$ cat config.mk
export PLATFORM = sky130hd
export DESIGN_NAME = vfc_config_top
export DESIGN_NICKNAME = d
export VERILOG_FILES = /design/src/common/vfc_pkg.sv /design/src/rtl/vfc_config_top.sv /design/src/rtl/vfc_sync2.sv
export VERILOG_INCLUDE_DIRS = /design/src /design/src/common
export SDC_FILE = /design/constraint.sdc
export NUM_CORES = 1
export LEC_CHECK = 0
export ABC_AREA = 1
export ABC_CLOCK_PERIOD_IN_PS = 4200
export BUFFER_PORTS_ARGS = -buffer_cell sky130_fd_sc_hd__buf_2
export CORE_ASPECT_RATIO = 1.75
export CORE_MARGIN = 5
export CORE_UTILIZATION = 60
export CTS_CLUSTER_DIAMETER = 150
export DETAILED_ROUTE_END_ITERATION = 8
export GPL_TIMING_DRIVEN = 0
export PLACE_DENSITY = 0.8
export SETUP_SLACK_MARGIN = 0.15
export SYNTH_ARGS = -nofsm -noshare
export SYNTH_HDL_FRONTEND = slang
export SYNTH_SLANG_ARGS = --single-unit
$ cat constraint.sdc
create_clock -name clk -period 4.2 [get_ports clk]
set_input_delay 0.42 -clock clk [delete_from_list [all_inputs] [get_ports clk]]
set_output_delay 0.42 -clock clk [all_outputs]
set_load 0.005 [all_outputs]
$ cat src/common/vfc_consts.svh
// constants for the video filter serial configuration block
// Overview of operation
// composite mode enables color-burst filter
// external sync mode clamps from external pin
// external sync polarity chosen by command
// command 12h then data loads frequency
// frequency code picks one of 256 steps
// 0Eh enables bypass, 0Fh disables it
// power-down and wake-up only by command
// serial interface keeps running while powered down
// wake-up keeps settings held before power-down
// software reset restores control, keeps frequency
// power-on reset clears registers and interface
// interface works at bus clocks to 400kHz
// valid command updates control, gates frequency
// slave only, never drives the clock
// master frames address and bytes, START/STOP
// one data bit per clock rising edge
// nine clocks per byte including acknowledge
// transmitter keeps data stable while clock high
// data change during clock high is control
// data line open-drain, pulled low or released
// idle bus lines rest high
// address 10010 plus two select pins, MSB first
// 00h powers down, 01h wakes up
// acknowledge address and data on ninth clock
// aborted write leaves the register unchanged
// unknown commands acknowledged, change nothing
`ifndef VFC_CONSTS_SVH
`define VFC_CONSTS_SVH

`define VFC_ADDR_FIXED      5'h12
`define VFC_BYTE_BITS       4'h8
`define VFC_SYNC_WIDTH      6

`define VFC_PIN_SEL1        0
`define VFC_PIN_SCL         1
`define VFC_PIN_SDA         2
`define VFC_PIN_HSYNC       3
`define VFC_PIN_INT_SYNC    4
`define VFC_PIN_SEL0        5

`define VFC_CMD_POWER_DOWN  8'h00
`define VFC_CMD_WAKE_UP     8'h01
`define VFC_CMD_CLAMP1_LOW  8'h02
`define VFC_CMD_CLAMP1_HIGH 8'h03
`define VFC_CMD_CLAMP2_LOW  8'h04
`define VFC_CMD_CLAMP2_HIGH 8'h05
`define VFC_CMD_CLAMP3_LOW  8'h06
`define VFC_CMD_CLAMP3_HIGH 8'h07
`define VFC_CMD_COMPOSITE   8'h08
`define VFC_CMD_COMPONENT   8'h09
`define VFC_CMD_INT_SYNC    8'h0A
`define VFC_CMD_EXT_SYNC    8'h0B
`define VFC_CMD_POL_POS     8'h0C
`define VFC_CMD_POL_NEG     8'h0D
`define VFC_CMD_BYPASS_ON   8'h0E
`define VFC_CMD_BYPASS_OFF  8'h0F
`define VFC_CMD_SOFT_RESET  8'h10
`define VFC_CMD_FREQUENCY   8'h12

`define VFC_FREQ_RESET      8'h00

`endif

$ cat src/common/vfc_pkg.sv
// types for the video filter serial configuration block
package vfc_pkg;

  typedef enum logic [3:0] {
    VFC_IDLE,
    VFC_ADDR,
    VFC_ADDR_ACK,
    VFC_CMD,
    VFC_CMD_ACK,
    VFC_DATA,
    VFC_DATA_ACK,
    VFC_TX,
    VFC_TX_ACK
  } vfc_state_e;

  typedef struct packed {
    logic powerDown;
    logic bypass;
    logic polarityNegative;
    logic externalSync;
    logic composite;
    logic clampHigh3;
    logic clampHigh2;
    logic clampHigh1;
  } vfc_csr_s;

  typedef struct packed {
    vfc_state_e state;
    logic [3:0] bitCount;
    logic [7:0] shiftReg;
    logic [7:0] commandHeld;
    logic       readMode;
    logic       masterAck;
    logic       startThisHigh;
    logic       sclPrev;
    logic       sdaPrev;
    logic       sdaPull;
    logic       clampActive;
    vfc_csr_s   csr;
    logic [7:0] frequency;
  } vfc_state_s;

endpackage

$ cat src/rtl/vfc_config_top.sv
// serial configuration slave and command interpreter of the video filter
`timescale 1ns/1ps
`default_nettype none
`include "vfc_consts.svh"
module vfc_config_top (
  input  wire logic       clk,
  input  wire logic       reset,
  input  wire logic       sclIn,
  input  wire logic       sdaIn,
  output logic            sdaOut,
  output logic            sdaOe,
  input  wire logic       addr_select_bit1,
  input  wire logic       addr_select_bit0,
  input  wire logic       external_hsync_input,
  input  wire logic       internalSyncDetect,
  output logic            analogPowerDown,
  output logic            colorBurstFilterEnable,
  output logic            externalSyncMode,
  output logic            syncPolarityNegative,
  output logic            filterBypass,
  output logic            clampLevelHigh1,
  output logic            clampLevelHigh2,
  output logic            clampLevelHigh3,
  output logic            clampActive,
  output logic [7:0]      cutoffCode
);

  // reset value of the control/status fields
  localparam vfc_pkg::vfc_csr_s CSR_DEFAULT = '{
    powerDown:        1'b0,
    bypass:           1'b0,
    polarityNegative: 1'b0,
    externalSync:     1'b0,
    composite:        1'b0,
    clampHigh3:       1'b0,
    clampHigh2:       1'b0,
    clampHigh1:       1'b0
  };

  // reset value of the whole state
  localparam vfc_pkg::vfc_state_s STATE_RESET = '{
    state:         vfc_pkg::VFC_IDLE,
    bitCount:      4'h0,
    shiftReg:      8'h00,
    commandHeld:   8'h00,
    readMode:      1'b0,
    masterAck:     1'b0,
    startThisHigh: 1'b0,
    sclPrev:       1'b1,
    sdaPrev:       1'b1,
    sdaPull:       1'b0,
    clampActive:   1'b0,
    csr:           CSR_DEFAULT,
    frequency:     `VFC_FREQ_RESET
  };

  vfc_pkg::vfc_state_s st;
  vfc_pkg::vfc_state_s next_st;

  logic [`VFC_SYNC_WIDTH-1:0] pinsRaw;
  logic [`VFC_SYNC_WIDTH-1:0] pinsSync;
  logic                       scl;
  logic                       sdaEarly;
  logic                       sda;
  logic                       hsync;
  logic                       intSync;
  logic                       selBit1;
  logic                       selBit0;
  logic                       sclRise;
  logic                       sclFall;
  logic                       startSeen;
  logic                       stopSeen;
  logic [6:0]                 ownAddress;

  // every pin crosses two flip-flops before use
  assign pinsRaw = {addr_select_bit0, internalSyncDetect, external_hsync_input, sdaIn, sclIn,
                    addr_select_bit1};

  vfc_sync2 #(
    .WIDTH (`VFC_SYNC_WIDTH)
  ) u_sync (
    .clk     (clk),
    .reset   (reset),
    .asyncIn (pinsRaw),
    .syncOut (pinsSync)
  );

  assign selBit1  = pinsSync[`VFC_PIN_SEL1];
  assign scl      = pinsSync[`VFC_PIN_SCL];
  assign sdaEarly = pinsSync[`VFC_PIN_SDA];
  assign hsync    = pinsSync[`VFC_PIN_HSYNC];
  assign intSync  = pinsSync[`VFC_PIN_INT_SYNC];
  assign selBit0  = pinsSync[`VFC_PIN_SEL0];

  // data seen two clocks behind the clock line, so a master that moves
  // data right at the clock fall never looks like a start or a stop
  vfc_sync2 u_sdaLag (
    .clk     (clk),
    .reset   (reset),
    .asyncIn (sdaEarly),
    .syncOut (sda)
  );

  // fixed upper bits plus select pins
  assign ownAddress = {`VFC_ADDR_FIXED, selBit1, selBit0};

  // clock edges found by oversampling; 250MHz leaves hundreds of samples
  // per half period of a 400kHz bus clock
  assign sclRise = scl & ~st.sclPrev;
  assign sclFall = ~scl & st.sclPrev;

  // data change while clock high is a bus condition
  assign startSeen = scl & st.sclPrev & st.sdaPrev & ~sda;
  assign stopSeen  = scl & st.sclPrev & ~st.sdaPrev & sda;

  // command interpreter for the control/status fields
  function automatic vfc_pkg::vfc_csr_s applyCommand(
    input vfc_pkg::vfc_csr_s c,
    input logic [7:0]        cmd
  );
    vfc_pkg::vfc_csr_s r;
    r = c;
    case (cmd)
      `VFC_CMD_POWER_DOWN:  r.powerDown        = 1'b1;
      `VFC_CMD_WAKE_UP:     r.powerDown        = 1'b0;
      `VFC_CMD_CLAMP1_LOW:  r.clampHigh1       = 1'b0;
      `VFC_CMD_CLAMP1_HIGH: r.clampHigh1       = 1'b1;
      `VFC_CMD_CLAMP2_LOW:  r.clampHigh2       = 1'b0;
      `VFC_CMD_CLAMP2_HIGH: r.clampHigh2       = 1'b1;
      `VFC_CMD_CLAMP3_LOW:  r.clampHigh3       = 1'b0;
      `VFC_CMD_CLAMP3_HIGH: r.clampHigh3       = 1'b1;
      `VFC_CMD_COMPOSITE:   r.composite        = 1'b1;
      `VFC_CMD_COMPONENT:   r.composite        = 1'b0;
      `VFC_CMD_INT_SYNC:    r.externalSync     = 1'b0;
      `VFC_CMD_EXT_SYNC:    r.externalSync     = 1'b1;
      `VFC_CMD_POL_POS:     r.polarityNegative = 1'b0;
      `VFC_CMD_POL_NEG:     r.polarityNegative = 1'b1;
      `VFC_CMD_BYPASS_ON:   r.bypass           = 1'b1;
      `VFC_CMD_BYPASS_OFF:  r.bypass           = 1'b0;
      `VFC_CMD_SOFT_RESET:  r = CSR_DEFAULT;
      default:              r = c;
    endcase
    return r;
  endfunction

  always_comb begin
    next_st = st;
    next_st.sclPrev = scl;
    next_st.sdaPrev = sda;

    // a start is remembered until the clock goes low
    if (sclFall) begin
      next_st.startThisHigh = 1'b0;
    end

    // bus engine keeps running in power-down
    case (st.state)
      vfc_pkg::VFC_IDLE: begin
        // ignore everything until a start
        next_st.sdaPull = 1'b0;
      end

      vfc_pkg::VFC_ADDR, vfc_pkg::VFC_CMD, vfc_pkg::VFC_DATA: begin
        if (sclRise) begin
          // shift in msb first, one bit per rising edge
          next_st.shiftReg = {st.shiftReg[6:0], sda};
          next_st.bitCount = st.bitCount + 4'h1;
        end else if (sclFall && st.bitCount == `VFC_BYTE_BITS) begin
          if (st.state == vfc_pkg::VFC_ADDR) begin
            if (st.shiftReg[7:1] == ownAddress) begin
              next_st.readMode = st.shiftReg[0];
              next_st.sdaPull  = 1'b1;
              next_st.state    = vfc_pkg::VFC_ADDR_ACK;
            end else begin
              // foreign address: bus ignored until next start
              next_st.state = vfc_pkg::VFC_IDLE;
            end
          end else if (st.state == vfc_pkg::VFC_CMD) begin
            // every command byte is acknowledged
            next_st.commandHeld = st.shiftReg;
            next_st.sdaPull     = 1'b1;
            next_st.state       = vfc_pkg::VFC_CMD_ACK;
          end else begin
            next_st.sdaPull = 1'b1;
            next_st.state   = vfc_pkg::VFC_DATA_ACK;
          end
        end
      end

      vfc_pkg::VFC_ADDR_ACK: begin
        // ninth clock ends with its falling edge
        if (sclFall) begin
          next_st.bitCount = 4'h0;
          if (st.readMode) begin
            // first status bit goes out at once
            next_st.shiftReg = st.csr;
            next_st.sdaPull  = ~st.csr.powerDown;
            next_st.state    = vfc_pkg::VFC_TX;
          end else begin
            next_st.sdaPull = 1'b0;
            next_st.state   = vfc_pkg::VFC_CMD;
          end
        end
      end

      vfc_pkg::VFC_CMD_ACK: begin
        // command takes effect only once its byte is complete
        if (sclFall) begin
          next_st.sdaPull  = 1'b0;
          next_st.bitCount = 4'h0;
          next_st.csr      = applyCommand(st.csr, st.commandHeld);
          if (st.commandHeld == `VFC_CMD_FREQUENCY) begin
            // next byte is admitted to the frequency register
            next_st.state = vfc_pkg::VFC_DATA;
          end else begin
            next_st.state = vfc_pkg::VFC_CMD;
          end
        end
      end

      vfc_pkg::VFC_DATA_ACK: begin
        if (sclFall) begin
          next_st.sdaPull   = 1'b0;
          next_st.bitCount  = 4'h0;
          next_st.frequency = st.shiftReg;
          next_st.state     = vfc_pkg::VFC_CMD;
        end
      end

      vfc_pkg::VFC_TX: begin
        // data changes only while the clock is low
        if (sclRise) begin
          next_st.bitCount = st.bitCount + 4'h1;
        end else if (sclFall) begin
          if (st.bitCount == `VFC_BYTE_BITS) begin
            // release for the master acknowledge
            next_st.sdaPull = 1'b0;
            next_st.state   = vfc_pkg::VFC_TX_ACK;
          end else begin
            next_st.shiftReg = {st.shiftReg[6:0], 1'b0};
            next_st.sdaPull  = ~st.shiftReg[6];
          end
        end
      end

      vfc_pkg::VFC_TX_ACK: begin
        if (sclRise) begin
          next_st.masterAck = ~sda;
        end else if (sclFall) begin
          next_st.bitCount = 4'h0;
          if (st.masterAck) begin
            next_st.shiftReg = st.csr;
            next_st.sdaPull  = ~st.csr.powerDown;
            next_st.state    = vfc_pkg::VFC_TX;
          end else begin
            next_st.state = vfc_pkg::VFC_IDLE;
          end
        end
      end

      default: begin
        next_st.state   = vfc_pkg::VFC_IDLE;
        next_st.sdaPull = 1'b0;
      end
    endcase

    // bus conditions override the byte engine
    if (startSeen) begin
      next_st.state         = vfc_pkg::VFC_ADDR;
      next_st.bitCount      = 4'h0;
      next_st.sdaPull       = 1'b0;
      next_st.startThisHigh = 1'b1;
    end else if (stopSeen && !st.startThisHigh) begin
      // partial byte dropped, nothing is written
      next_st.state    = vfc_pkg::VFC_IDLE;
      next_st.bitCount = 4'h0;
      next_st.sdaPull  = 1'b0;
    end

    // clamp timing from the selected sync source
    if (next_st.csr.powerDown) begin
      next_st.clampActive = 1'b0;
    end else if (next_st.csr.externalSync) begin
      next_st.clampActive = hsync ^ next_st.csr.polarityNegative;
    end else begin
      next_st.clampActive = intSync;
    end
  end

  always_ff @(posedge clk) begin
    if (reset) begin
      st <= STATE_RESET;
    end else begin
      st <= next_st;
    end
  end

  // open-drain data: only ever pulls low, clock is never driven
  assign sdaOut = 1'b0;
  assign sdaOe  = st.sdaPull;

  assign analogPowerDown        = st.csr.powerDown;
  assign colorBurstFilterEnable = st.csr.composite;
  assign externalSyncMode       = st.csr.externalSync;
  assign syncPolarityNegative   = st.csr.polarityNegative;
  assign filterBypass           = st.csr.bypass;
  assign clampLevelHigh1        = st.csr.clampHigh1;
  assign clampLevelHigh2        = st.csr.clampHigh2;
  assign clampLevelHigh3        = st.csr.clampHigh3;
  assign clampActive            = st.clampActive;
  assign cutoffCode             = st.frequency;

endmodule
`default_nettype wire

$ cat src/rtl/vfc_sync2.sv
// two flip-flop synchroniser for asynchronous pin inputs
`timescale 1ns/1ps
`default_nettype none
module vfc_sync2 #(
  parameter int WIDTH = 1
) (
  input  wire logic             clk,
  input  wire logic             reset,
  input  wire logic [WIDTH-1:0] asyncIn,
  output logic      [WIDTH-1:0] syncOut
);

  logic [WIDTH-1:0] firstStage;

  genvar i;
  generate
    for (i = 0; i < WIDTH; i = i + 1) begin : g_bit
      always_ff @(posedge clk) begin
        if (reset) begin
          firstStage[i] <= 1'b1;
          syncOut[i]    <= 1'b1;
        end else begin
          firstStage[i] <= asyncIn[i];
          syncOut[i]    <= firstStage[i];
        end
      end
    end
  endgenerate

endmodule
`default_nettype wire
== Word level (Yosys, flattened, before mapping) ==
Cells that the tools add are included.
Widths: inputs -> output; s select.

* Register bits after elaboration: 61
* Input bits: 8
* Output and inout port bits: 19
* Logic and storage cells: 201

* $add $sub $neg: 1
* Eq/ne operators: 55
* Mux-type cells: 54
* Bitwise gates (word level): 17
* Reduce and logical (&&, ||, !) cells: 39

{| class="wikitable"
|+ Operator list
! operator !! count
|-
| $mux 8 || 9
|-
| $eq 8x4->1 const B || 8
|-
| $mux 16 || 3
|-
| $ne 4x4->1 const B || 10
|-
| $eq 8x3->1 const B || 4
|-
| $pmux 8 s4 || 1
|-
| $ne 2x2->1 const B || 15
|-
| $mux 4 || 7
|-
| $pmux 4 s7 || 1
|-
| $pmux 4 s6 || 1
|-
| $reduce_and 11->1 || 2
|-
| $reduce_and 10->1 || 2
|-
| $reduce_or 2->1 || 10
|-
| $eq 4x3->1 const B || 4
|-
| $eq 8x2->1 const B || 2
|-
| $eq 8x5->1 const B || 2
|-
| $pmux 1 s2 || 8
|-
| $mux 1 || 15
|-
| $reduce_and 3->1 || 5
|-
| $mux 12 || 1
|-
| $reduce_bool 2->1 || 6
|-
| $mux 5 || 2
|-
| $reduce_and 5->1 || 2
|-
| $mux 3 || 3
|-
| other kinds (22) || 43
|}

== Logic depth before layout (Yosys ltp) ==
Gate-level depths: netlist of the first run.

* Word-level depth: 8
* Mapped depth: 12
* Depth with buffers taken out: 12

== By module ==
From an unflattened synthesis of the first run, not the netlist that was laid out.

* Cells, all modules: 444
* Area total of the unflattened synthesis: 3,026.7 um2

{| class="wikitable"
|+ Modules (own cells, without submodules)
! module !! instances !! cells each !! area an instance (um2) !! seq. area each (um2)
|-
| vfc_config_top || 1 || 399 || 2,622.5 || 940.9
|-
| vfc_sync2 at u_sync || 1 || 38 || 345.3 || 240.2
|-
| vfc_sync2 at u_sdaLag || 1 || 7 || 58.8 || 40.0
|}

== Worst setup path before layout of the first run ==
Ideal clock, no wire load.

* Kind: flip-flop to flip-flop
* Start point: register st[43] in the netlist's numbering
* End point: register st[36] in the netlist's numbering
* Library setup time: 115 ps
* Arrival: 1,355 ps
* Required time: 4,085 ps
* Path slack: 2,730 ps
* Stages on the path, launching flop included: 10
* Buffers on the path: 1
* Cells stage by stage: dfxtp_1 > nor2_4 > nand3_4 > nand2_4 > nor2_2 > nor3_4 > buf_6 > nand3_1 > nand2_1 > nor2_1

* Cells in the longest elaborated chain, start to end: 4
* Elaborated cells between the ends (all ways): 19
* Classes of those cells: eq/ne (15); mux (1); reduce/logical (3)

{| class="wikitable"
|+ Ends and longest elaborated chain
! element !! RTL line !! text
|-
| start: declaration || vfc_config_top.sv:57 || <nowiki>vfc_pkg::vfc_state_s st;</nowiki>
|-
| start signal: assignment || vfc_config_top.sv:294 || <nowiki>st <= next_st;</nowiki>
|-
| $eq 4x1->1 (tied with other cells) || vfc_config_top.sv:157 || <nowiki>case (st.state)</nowiki>
|-
| $reduce_or 3->1 || vfc_config_top.sv:157 ||
|-
| $reduce_bool 4->1 (no source line) or $ne 2x2->1 (tied branches) || - ||
|-
| $reduce_and 10->1 (no source line) || - ||
|}

Parallel ways exist; a longest one is shown, timed or not.
A chain may end at the register's enable or synchronous reset.

== Final worst setup path of the first run ==
* Start point: register u_sync.syncOut[1]
* End point: register st[45] in the netlist's numbering

* Cells in the longest elaborated chain, start to end: 5
* Elaborated cells between the ends (all ways): 21
* Classes of those cells: eq/ne (9); bitwise (8); reduce/logical (4)

{| class="wikitable"
|+ Ends and longest elaborated chain
! element !! RTL line !! text
|-
| start: declaration || vfc_sync2.sv:10 || <nowiki>output logic [WIDTH-1:0] syncOut</nowiki>
|-
| start signal: indexed assignment || vfc_sync2.sv:24 || <nowiki>syncOut[i] <= firstStage[i];</nowiki>
|-
| $not 1->1 or $and 1x1->1 (tied branches) || vfc_config_top.sv:110, vfc_config_top.sv:113, vfc_config_top.sv:114 ||
|-
| $and 1x1->1 (on tied branches) || vfc_config_top.sv:110, vfc_config_top.sv:114 ||
|-
| $logic_and 1x1->1 (no source line) or $and 1x1->1 (tied branches) || - ||
|-
| $ne 2x2->1 (no source line) or $logic_and 1x1->1 (tied branches) || - ||
|-
| $reduce_and 11->1 (no source line) or $reduce_or 3->1 (tied branches) || - ||
|}

Parallel ways exist; a longest one is shown, timed or not.

==> results of run 1 <==
synth_stat cells (2+ instances only):
cell type | number | area, um^2
nor4_1 | 2 | 12.5
o21ai_0 | 28 | 140
buf_4 | 11 | 82.6
nor2_4 | 2 | 22.5
inv_2 | 3 | 11.3
a21oi_1 | 44 | 220
clkbuf_1 | 5 | 18.8
nor3_1 | 5 | 25.0
nor2_1 | 54 | 203
xor2_1 | 2 | 17.5
ha_1 | 2 | 25.0
or2_2 | 16 | 100
nand2_2 | 4 | 25.0
dfxtp_1 | 61 | 1220
nand2_1 | 96 | 360
nor2_2 | 6 | 37.5
nand4_1 | 3 | 18.8
nand3_1 | 30 | 150
buf_6 | 2 | 22.5
a211oi_1 | 4 | 30.0
inv_1 | 52 | 195
routing by layer:
| metal | track usage | vias to the layer above | share of wire |
|---|---|---|---|
| li1 | - | 1480 | - |
| met3 | 0.0584 | 42 | 0.054 |
| met5 | 0 | - | 0 |
| met2 | 0.419 | 88 | 0.53 |
| met4 | 0.162 | 0 | 0.062 |
| met1 | 0.226 | 1302 | 0.36 |
worst reg2reg max path, stage by stage (launching register included):
cell and delay (ns):
dfxtp_1 0.32, inv_1 0.10, nand2_1 0.19, inv_1 0.20, nand2_1 0.14, nand2_1 0.10, inv_1 0.05, nor2_1 0.10
nand3_1 0.22, o21ai_0 0.24, nor2_1 0.05
final timing paths:
path | start | endpoint | cells after the start
setup / recovery | u_sync.syncOut[1] | st[45] | 10
hold / removal | external_hsync_input | u_sync.firstStage[3] | 2
setup reg to reg | u_sync.syncOut[1] | st[45] | 10
hold reg to reg | u_sync.firstStage[4] | u_sync.syncOut[4] | 1
flip-flops by register name (all words and copies together) (netlist names), 6 cells and up:
signal,cells
u_sync.syncOut,6
cutoffCode,8
st,29
u_sync.firstStage,6
stage by stage:
stage,utilization,setup slack [ns]
after floorplan,-,2.73
after global placement,0.652,2.46
after detailed placement,0.652,2.45
after CTS,0.697,2.42
after global routing,0.697,2.22
final,0.697,2.38
placed cells by master (no fill, tap or decap), types with 3 or more instances in the layout:
master,synthesis,routed
nor2_2,6,6
nand4_1,3,3
buf_2,1,26
a21oi_1,44,44
nor2_1,54,54
buf_4,11,11
dfxtp_1,61,61
nor3_1,5,5
o21ai_0,28,28
nand3_1,30,30
inv_1,52,52
nand2_2,4,4
nand2_1,96,96
or2_2,16,16
a211oi_1,4,4
clkbuf_1,5,5
clkbuf_8,0,9
inv_2,3,3
inv_6,0,4
cells by family after synthesis:
group / count (synthesis) / share of synthesized area
DFF: 61 / 0.400
and+or+nand+nor: 223 / 0.333
other: 1 / 0.00123
adders and majority gates: 2 / 0.00820
xor gates and xnor gates: 3 / 0.00862
AOI/OAI and AO/OA: 80 / 0.137
buffers and inverters: 75 / 0.111
cell type report:
class,count,area [um^2],area share
plain buffers,20,133,0.0382
inverters,55,206,0.0595
repair buffers,25,125,0.0361
clock inverters,7,103,0.0296
flip-flops and latches,61,1220,0.352
well taps,54,67.6,0.0195
multi-input cells,309,1490,0.429
clock buffers,9,124,0.0357
power by group:
| part | switching [W] | total [W] | internal (W) |
|---|---|---|---|
| Clock | 0.000258 | 0.000600 | 0.000342 |
| Sequential | 0.0000429 | 0.000664 | 0.000621 |
| Combinational | 0.000369 | 0.000577 | 0.000208 |
==> results by group, run 1 <==
Outcome
  • Run status: finished, final reports clean

Timing
  • Fmax: ~0.55 GHz
  • Period Utilization, post-route: 0.433
  • Clock skew: around 0.011 ns
  • Count of final setup violators: 0
  • Hold slack: around 0.24 ns
  • Final Hold Fails: 0
  • Post-layout minimum cycle time: 1.82 ns
  • Final slew viol count: 0
  • Post-Route Setup TNS: 0 ns
  • RSZ-0062 raised after global routing: no

Setup path
  • Crit path DAT: 2.06 ns
  • Bufs and invs on worst path: 3
  • Crit. End Element: register
  • Worst path cell trace: inv_1 > nand2_1 > inv_1 > nand2_1 > nand2_1 > inv_1 > nor2_1 > nand3_1 > o21ai_0 > nor2_1
  • Setup crit start kind: register
  • Setup CP Type: register to register
  • CP Data Required Time: 4.44 ns
  • Worst-path maximum fanout: 8
  • CP peak stage delay: 0.32 ns
  • Slowest cell on crit path: dfxtp_1
  • Family with the most delay on the worst path: simple AND/OR/NAND/NOR gates
  • Setup slack, reg-to-reg: between 2 and 2.5 ns

Synthesis
  • Ys flop type: dfxtp_1
  • Number of synthesized flops with an enable pin: 0
  • Unique masters post-synth: 34
  • Register area share after synthesis: 0.400
  • Synth warn: 0
  • Syn Std Cell Area: a little over 3000 um^2
  • Mapped Cells: 445
  • Yosys reg bits: 61
  • Syn nets: 455
  • Syn Area/Cell: 6.85 um^2
  • Asr flop ratio synth: 0

Layout
  • Final net count: 491
  • Share of post-route cells with drive strength above 1: 0.187
  • Layout area overhead: 13.7%
  • Layout fillers: 461
  • Finished Cell Area: roughly 3500 um^2
  • Final std cells w/o fill: 540
  • Antenna cells: 0

Global routing
  • First-pass GRT wire length: 12,400 um
  • Pin count of the biggest net entering global routing: 14
  • Vias in the first global route: 2,834
  • Global Route Usage Sum: 0.235
  • Initial antenna violation count: 0
  • GR Overflow Total: 0

Drt
  • Vias after detailed routing: about 2.9k
  • Post-route ant nets: 0
  • Post-DR wirelength/cell: around 14 um
  • Drt drc: 0
  • Initial DRT Pass Iterations: 4
  • Final wirelength: 7380 um
  • Avg Vias per Cell: 5.39
  • Drt initial violations: 132

Clocking
  • CTS root buffer: clkbuf_8
  • Hold Buf Count CTS: 0
  • CTS buffer count: 9
  • CTS tree: built
  • CTS max path bufs: 2
  • TritonCTS Sinks: 61
  • Post-CTS Repair Setup Buffers: 0
  • Resize count post-CTS: 0
  • Clk Latency, worst-skew pair: 0.35 ns
  • Clk pin slew, worst setup/hold paths: 0.08 ns
  • H-tree levels: 3

Die
  • Total core area: 4980 um^2
  • Die width: 63.9 um
  • Total die area: 6670 um^2
  • FP Rows: 34
  • Die height: 104 um
  • I/O pin count: 27
  • Starting Density: 0.613

Place
  • DP Wirelength: 5710 um
  • IO buf count: 25
  • Placer Congestion: approximately 0.94
  • Placed Area: 3240 um^2
  • Placed cell count: 524

Pwr
  • Power Dens Cells: 531 nW/um^2
  • Leakage power: 1.60 nW
  • Worst vdd ir: 0.000438 V
  • Power Total: about 0.0018 W

Run
  • Max capacitance violation total: 0

Hold path
  • Hold crit path type: primary input to register
Power figures use the tool's default switching activity.
==> inputs of run 2 (changes only) <==
--- a/config.mk
+++ b/config.mk
@@ -7,15 +7,15 @@
 export NUM_CORES = 1
 export LEC_CHECK = 0
 export ABC_AREA = 1
-export ABC_CLOCK_PERIOD_IN_PS = 4200
+export ABC_CLOCK_PERIOD_IN_PS = 1700
 export BUFFER_PORTS_ARGS = -buffer_cell sky130_fd_sc_hd__buf_2
 export CORE_ASPECT_RATIO = 1.75
 export CORE_MARGIN = 5
-export CORE_UTILIZATION = 60
+export CORE_UTILIZATION = 59
 export CTS_CLUSTER_DIAMETER = 150
 export DETAILED_ROUTE_END_ITERATION = 8
 export GPL_TIMING_DRIVEN = 0
-export PLACE_DENSITY = 0.8
+export PLACE_DENSITY = 0.79
 export SETUP_SLACK_MARGIN = 0.15
 export SYNTH_ARGS = -nofsm -noshare
 export SYNTH_HDL_FRONTEND = slang
==> constraint.sdc (replaced) <==
create_clock -name clk -period 1.7 [get_ports clk]
set_input_delay 0.17 -clock clk [delete_from_list [all_inputs] [get_ports clk]]
set_output_delay 0.17 -clock clk [all_outputs]
set_load 0.005 [all_outputs]
==> run 2 against run 1 <==
Compared with the run above:
- routed wire length up 10%
- largest power group is now combinational cells
- register-to-register slack worse by 2.3 ns
- clock power rose to 2.5 times the previous value
- critical endpoint is now st[34]
- first-iteration DRC count is 71% higher
- setup slack got worse by 2.3 ns
- global-route usage is 0.87 points higher
- critical path depth fell by 2
==> results by group, run 2 (synthesis results as in run 1) <==
Pwr
  • Worst vdd ir: 0.000905 V (was 0.000438 V)
  • Sequential power share: 0.326 (was 0.361)
  • Internal power: 0.00318 W (was 0.00117 W)
  • Gate power share: 0.379 (was 0.313)
  • Net switching power: 0.00193 W (was 0.000670 W)
  • Power Dens Cells: 1320 nW/um^2 (was 531 nW/um^2)
  • Switch share: 0.378 (was 0.364)
  • Clock Power Share: 0.295 (was 0.326)
  • Leakage power: 1.75 nW (was 1.60 nW)

Clocking
  • Clk Latency, worst-skew pair: 0.35 ns (about the same)
  • CTS max path bufs: 2 (unchanged)
  • CTS root buffer: clkbuf_8 (unchanged)
  • H-tree levels: 3 (unchanged)
  • CTS tree: built (unchanged)
  • CTS buffer count: 9 (unchanged)
  • Clk pin slew, worst setup/hold paths: 0.08 ns (about the same)
  • TritonCTS Sinks: 61 (unchanged)

Setup path
  • FF-to-FF Start: st[43] (was u_sync.syncOut[1])
  • Setup slack, reg-to-reg: 0.08 ns (was 2.38 ns)
  • Crit-path most repeated cell: nor2_4
  • R2r endpoint: st[34] (was st[45])
  • Crit. End Element: register (unchanged)
  • CP Data Required Time: 1.94 ns (was 4.44 ns)
  • Setup CP Type: register to register (unchanged)
  • CP peak stage delay: 0.39 ns (was 0.32 ns)
  • Register-to-Register Path Depth: 8 (was 10)
  • Family with the most delay on the worst path: simple AND/OR/NAND/NOR gates (unchanged)
  • Crit path DAT: 1.86 ns (was 2.06 ns)
  • Worst path cell trace: nor2_4 > nand3_4 > buf_12 > a21oi_4 > nor2_4 > buf_6 > a21oi_1 > nor2_1 (was inv_1 > nand2_1 > inv_1 > nand2_1 > nand2_1 > inv_1 > nor2_1 > nand3_1 > o21ai_0 > nor2_1)
  • Bufs and invs on worst path: 2 (was 3)
  • Slowest cell on crit path: dfxtp_4 (was dfxtp_1)
  • Setup crit start kind: register (unchanged)
  • Worst-path maximum fanout: 6 (was 8)

Timing
  • Final Hold Fails: 0 (unchanged)
  • Count of final setup violators: 0 (unchanged)
  • Fmax: 0.617 GHz (was 0.550 GHz)
  • Hold slack: 0.202 ns (was 0.241 ns)
  • Period Utilization, post-route: 0.954 (was 0.433)
  • Post-layout minimum cycle time: 1.62 ns (was 1.82 ns)
  • Post-route setup slack: 0.0780 ns (was 2.38 ns)
  • RSZ-0062 raised after global routing: yes (was no)
  • Final slew viol count: 0 (unchanged)
  • Clock skew: 0.0106 ns (was 0.0113 ns)

Drt
  • Vias after detailed routing: 3,071 (was 2,912)
  • Avg Vias per Cell: 5.48 (was 5.39)
  • Drt drc: 0 (unchanged)
  • Drt initial violations: 226 (was 132)
  • Initial DRT Pass Iterations: 4 (unchanged)
  • Post-DR wirelength/cell: 14.5 um (was 13.7 um)
  • Post-route ant nets: 0 (unchanged)
  • Final wirelength: 8120 um (was 7380 um)

Global routing
  • First-pass GRT wire length: 12,800 um (was 12,400 um)
  • Global Route Usage Sum: 0.244 (was 0.235)
  • GR Overflow Total: 0 (unchanged)
  • Initial antenna violation count: 0 (unchanged)
  • Vias in the first global route: 2,932 (was 2,834)
  • Met1 usage in global routing: 0.233 (was 0.226)
  • GR met2 Demand/Resource: 0.442 (was 0.419)
  • GR met3 Demand/Resource: 0.0602 (was 0.0584)
  • GR peak layer: met2 (unchanged)
  • Pin count of the biggest net entering global routing: 14 (unchanged)

Layout
  • Layout fillers: 375 (was 461)
  • Most common cell after layout, fill and taps aside: nand2_1 (unchanged)
  • Utilization after layout: 0.771 (was 0.697)
  • Max FFs per register: 29 (unchanged)
  • Commonest non-fill, non-tap cells in the layout: 89 x nand2_1, 55 x dfxtp_1, 47 x inv_1 (was 96 x nand2_1, 61 x dfxtp_1, 54 x nor2_1)
  • Antenna cells: 0 (unchanged)
  • Finished Cell Area: 3870 um^2 (was 3470 um^2)
  • Most flops, register: st (unchanged)
  • Layout area overhead: 26.8% (was 13.7%)
  • Final std cells w/o fill: 560 (was 540)
  • Final net count: 511 (was 491)
  • Share of post-route cells with drive strength above 1: 0.291 (was 0.187)

Place
  • Placer Congestion: 0.943 (was 0.940)
  • Placed Area: 3240 um^2 (unchanged)
  • DP Wirelength: 5590 um (was 5710 um)
  • Placed cell count: 524 (unchanged)
  • Pre-CTS setup slack: -0.0526 ns (was 2.45 ns)
  • IO buf count: 25 (unchanged)

Run
  • Max capacitance violation total: 0 (unchanged)

Die
  • Total die area: 6770 um^2 (was 6670 um^2)
  • Starting Density: 0.608 (was 0.613)
  • FP Rows: 34 (unchanged)
  • I/O pin count: 27 (unchanged)
  • Die height: 105 um (was 104 um)
  • Die width: 64.4 um (was 63.9 um)
  • Total core area: 5020 um^2 (was 4980 um^2)

Hold path
  • Hold crit path type: primary input to register (unchanged)
  • Worst Hold Launch: reset (was external_hsync_input)
  • Hold EP: st[44] (was u_sync.firstStage[3])
  • WHS Path Cells: 4 (was 2)

Outcome
  • Run status: finished, final reports clean (unchanged)
[run 2: changes by cell type in the layout (fill, tap and decap cells not counted), sizes merged]
cell and delta:
dlygate4sd3 +6, clkinvlp -1, buf +14, clkinv +1
[run 2: final cells by class]
cell class	count	area (um^2)	area share
Multi-Input combinational cell	309	1680	0.434
Sequential cell	61	1230	0.319
Timing Repair Buffer	45	307	0.0792
Inverter	55	211	0.0547
Buffer	20	144	0.0372
Clock buffer	9	124	0.0320
Clock inverter	7	104	0.0268
Tap cell	54	67.6	0.0175
[run 2: per-stage QoR]
step | total power (W) | TNS [ns]
3_3_place_gp | 0.00306 | -0.0542
2_1_floorplan | 0.00278 | 0
3_5_place_dp | 0.00308 | -0.0892
6_report | 0.00512 | 0
4_1_cts | 0.00477 | 0
5_1_grt | 0.00538 | -0.0186
[run 2: layer usage]
metal | wire length, um | part of all wire | vias to the layer above
li1 | - | - | 1530
met1 | 3040 | 0.37 | 1392
met2 | 4240 | 0.52 | 107
met3 | 346 | 0.043 | 42
met4 | 495 | 0.061 | 0
met5 | 0 | 0 | -
[run 2: how the worst max path moves through the flow]
| stage | from | to | slack (ns) | depth (start not counted) |
|---|---|---|---|---|
| 6_report | st[43] | st[34] | 0.08 | 8 |
| 5_1_grt | st[43] | st[34] | -0.02 | 8 |
| 4_1_cts | st[46] | st[36] | 0.14 | 11 |
| 3_5_place_dp | u_sync.syncOut[1] | st[45] | -0.05 | 10 |
| 3_3_place_gp | u_sync.syncOut[1] | st[45] | -0.04 | 10 |
| 2_1_floorplan | st[43] | st[36] | 0.23 | 9 |
[run 2: power by group through the flow]
stage	registers (W)	clock network [W]	logic [W]
after floorplan	0.00164	0	0.00114
after global placement	0.00167	0	0.00139
after detailed placement	0.00167	0	0.00141
after CTS	0.00165	0.00152	0.00160
after global routing	0.00168	0.00159	0.00211
final	0.00167	0.00151	0.00194
[run 2: what timing repair did]
action	in CTS	in global routing
setup buffers	6	7
gates cloned	0	1
resized for setup	27	46
hold endpoints to repair	6	0
hold buffers	6	0
setup endpoints to repair	33	36
pin swaps	7	17
[run 2: tightest hold or removal path, delay by kind of cell]
kind,cells,cell delay [ns]
buffers and inverters,1,0.11
and+or+nand+nor,3,0.23
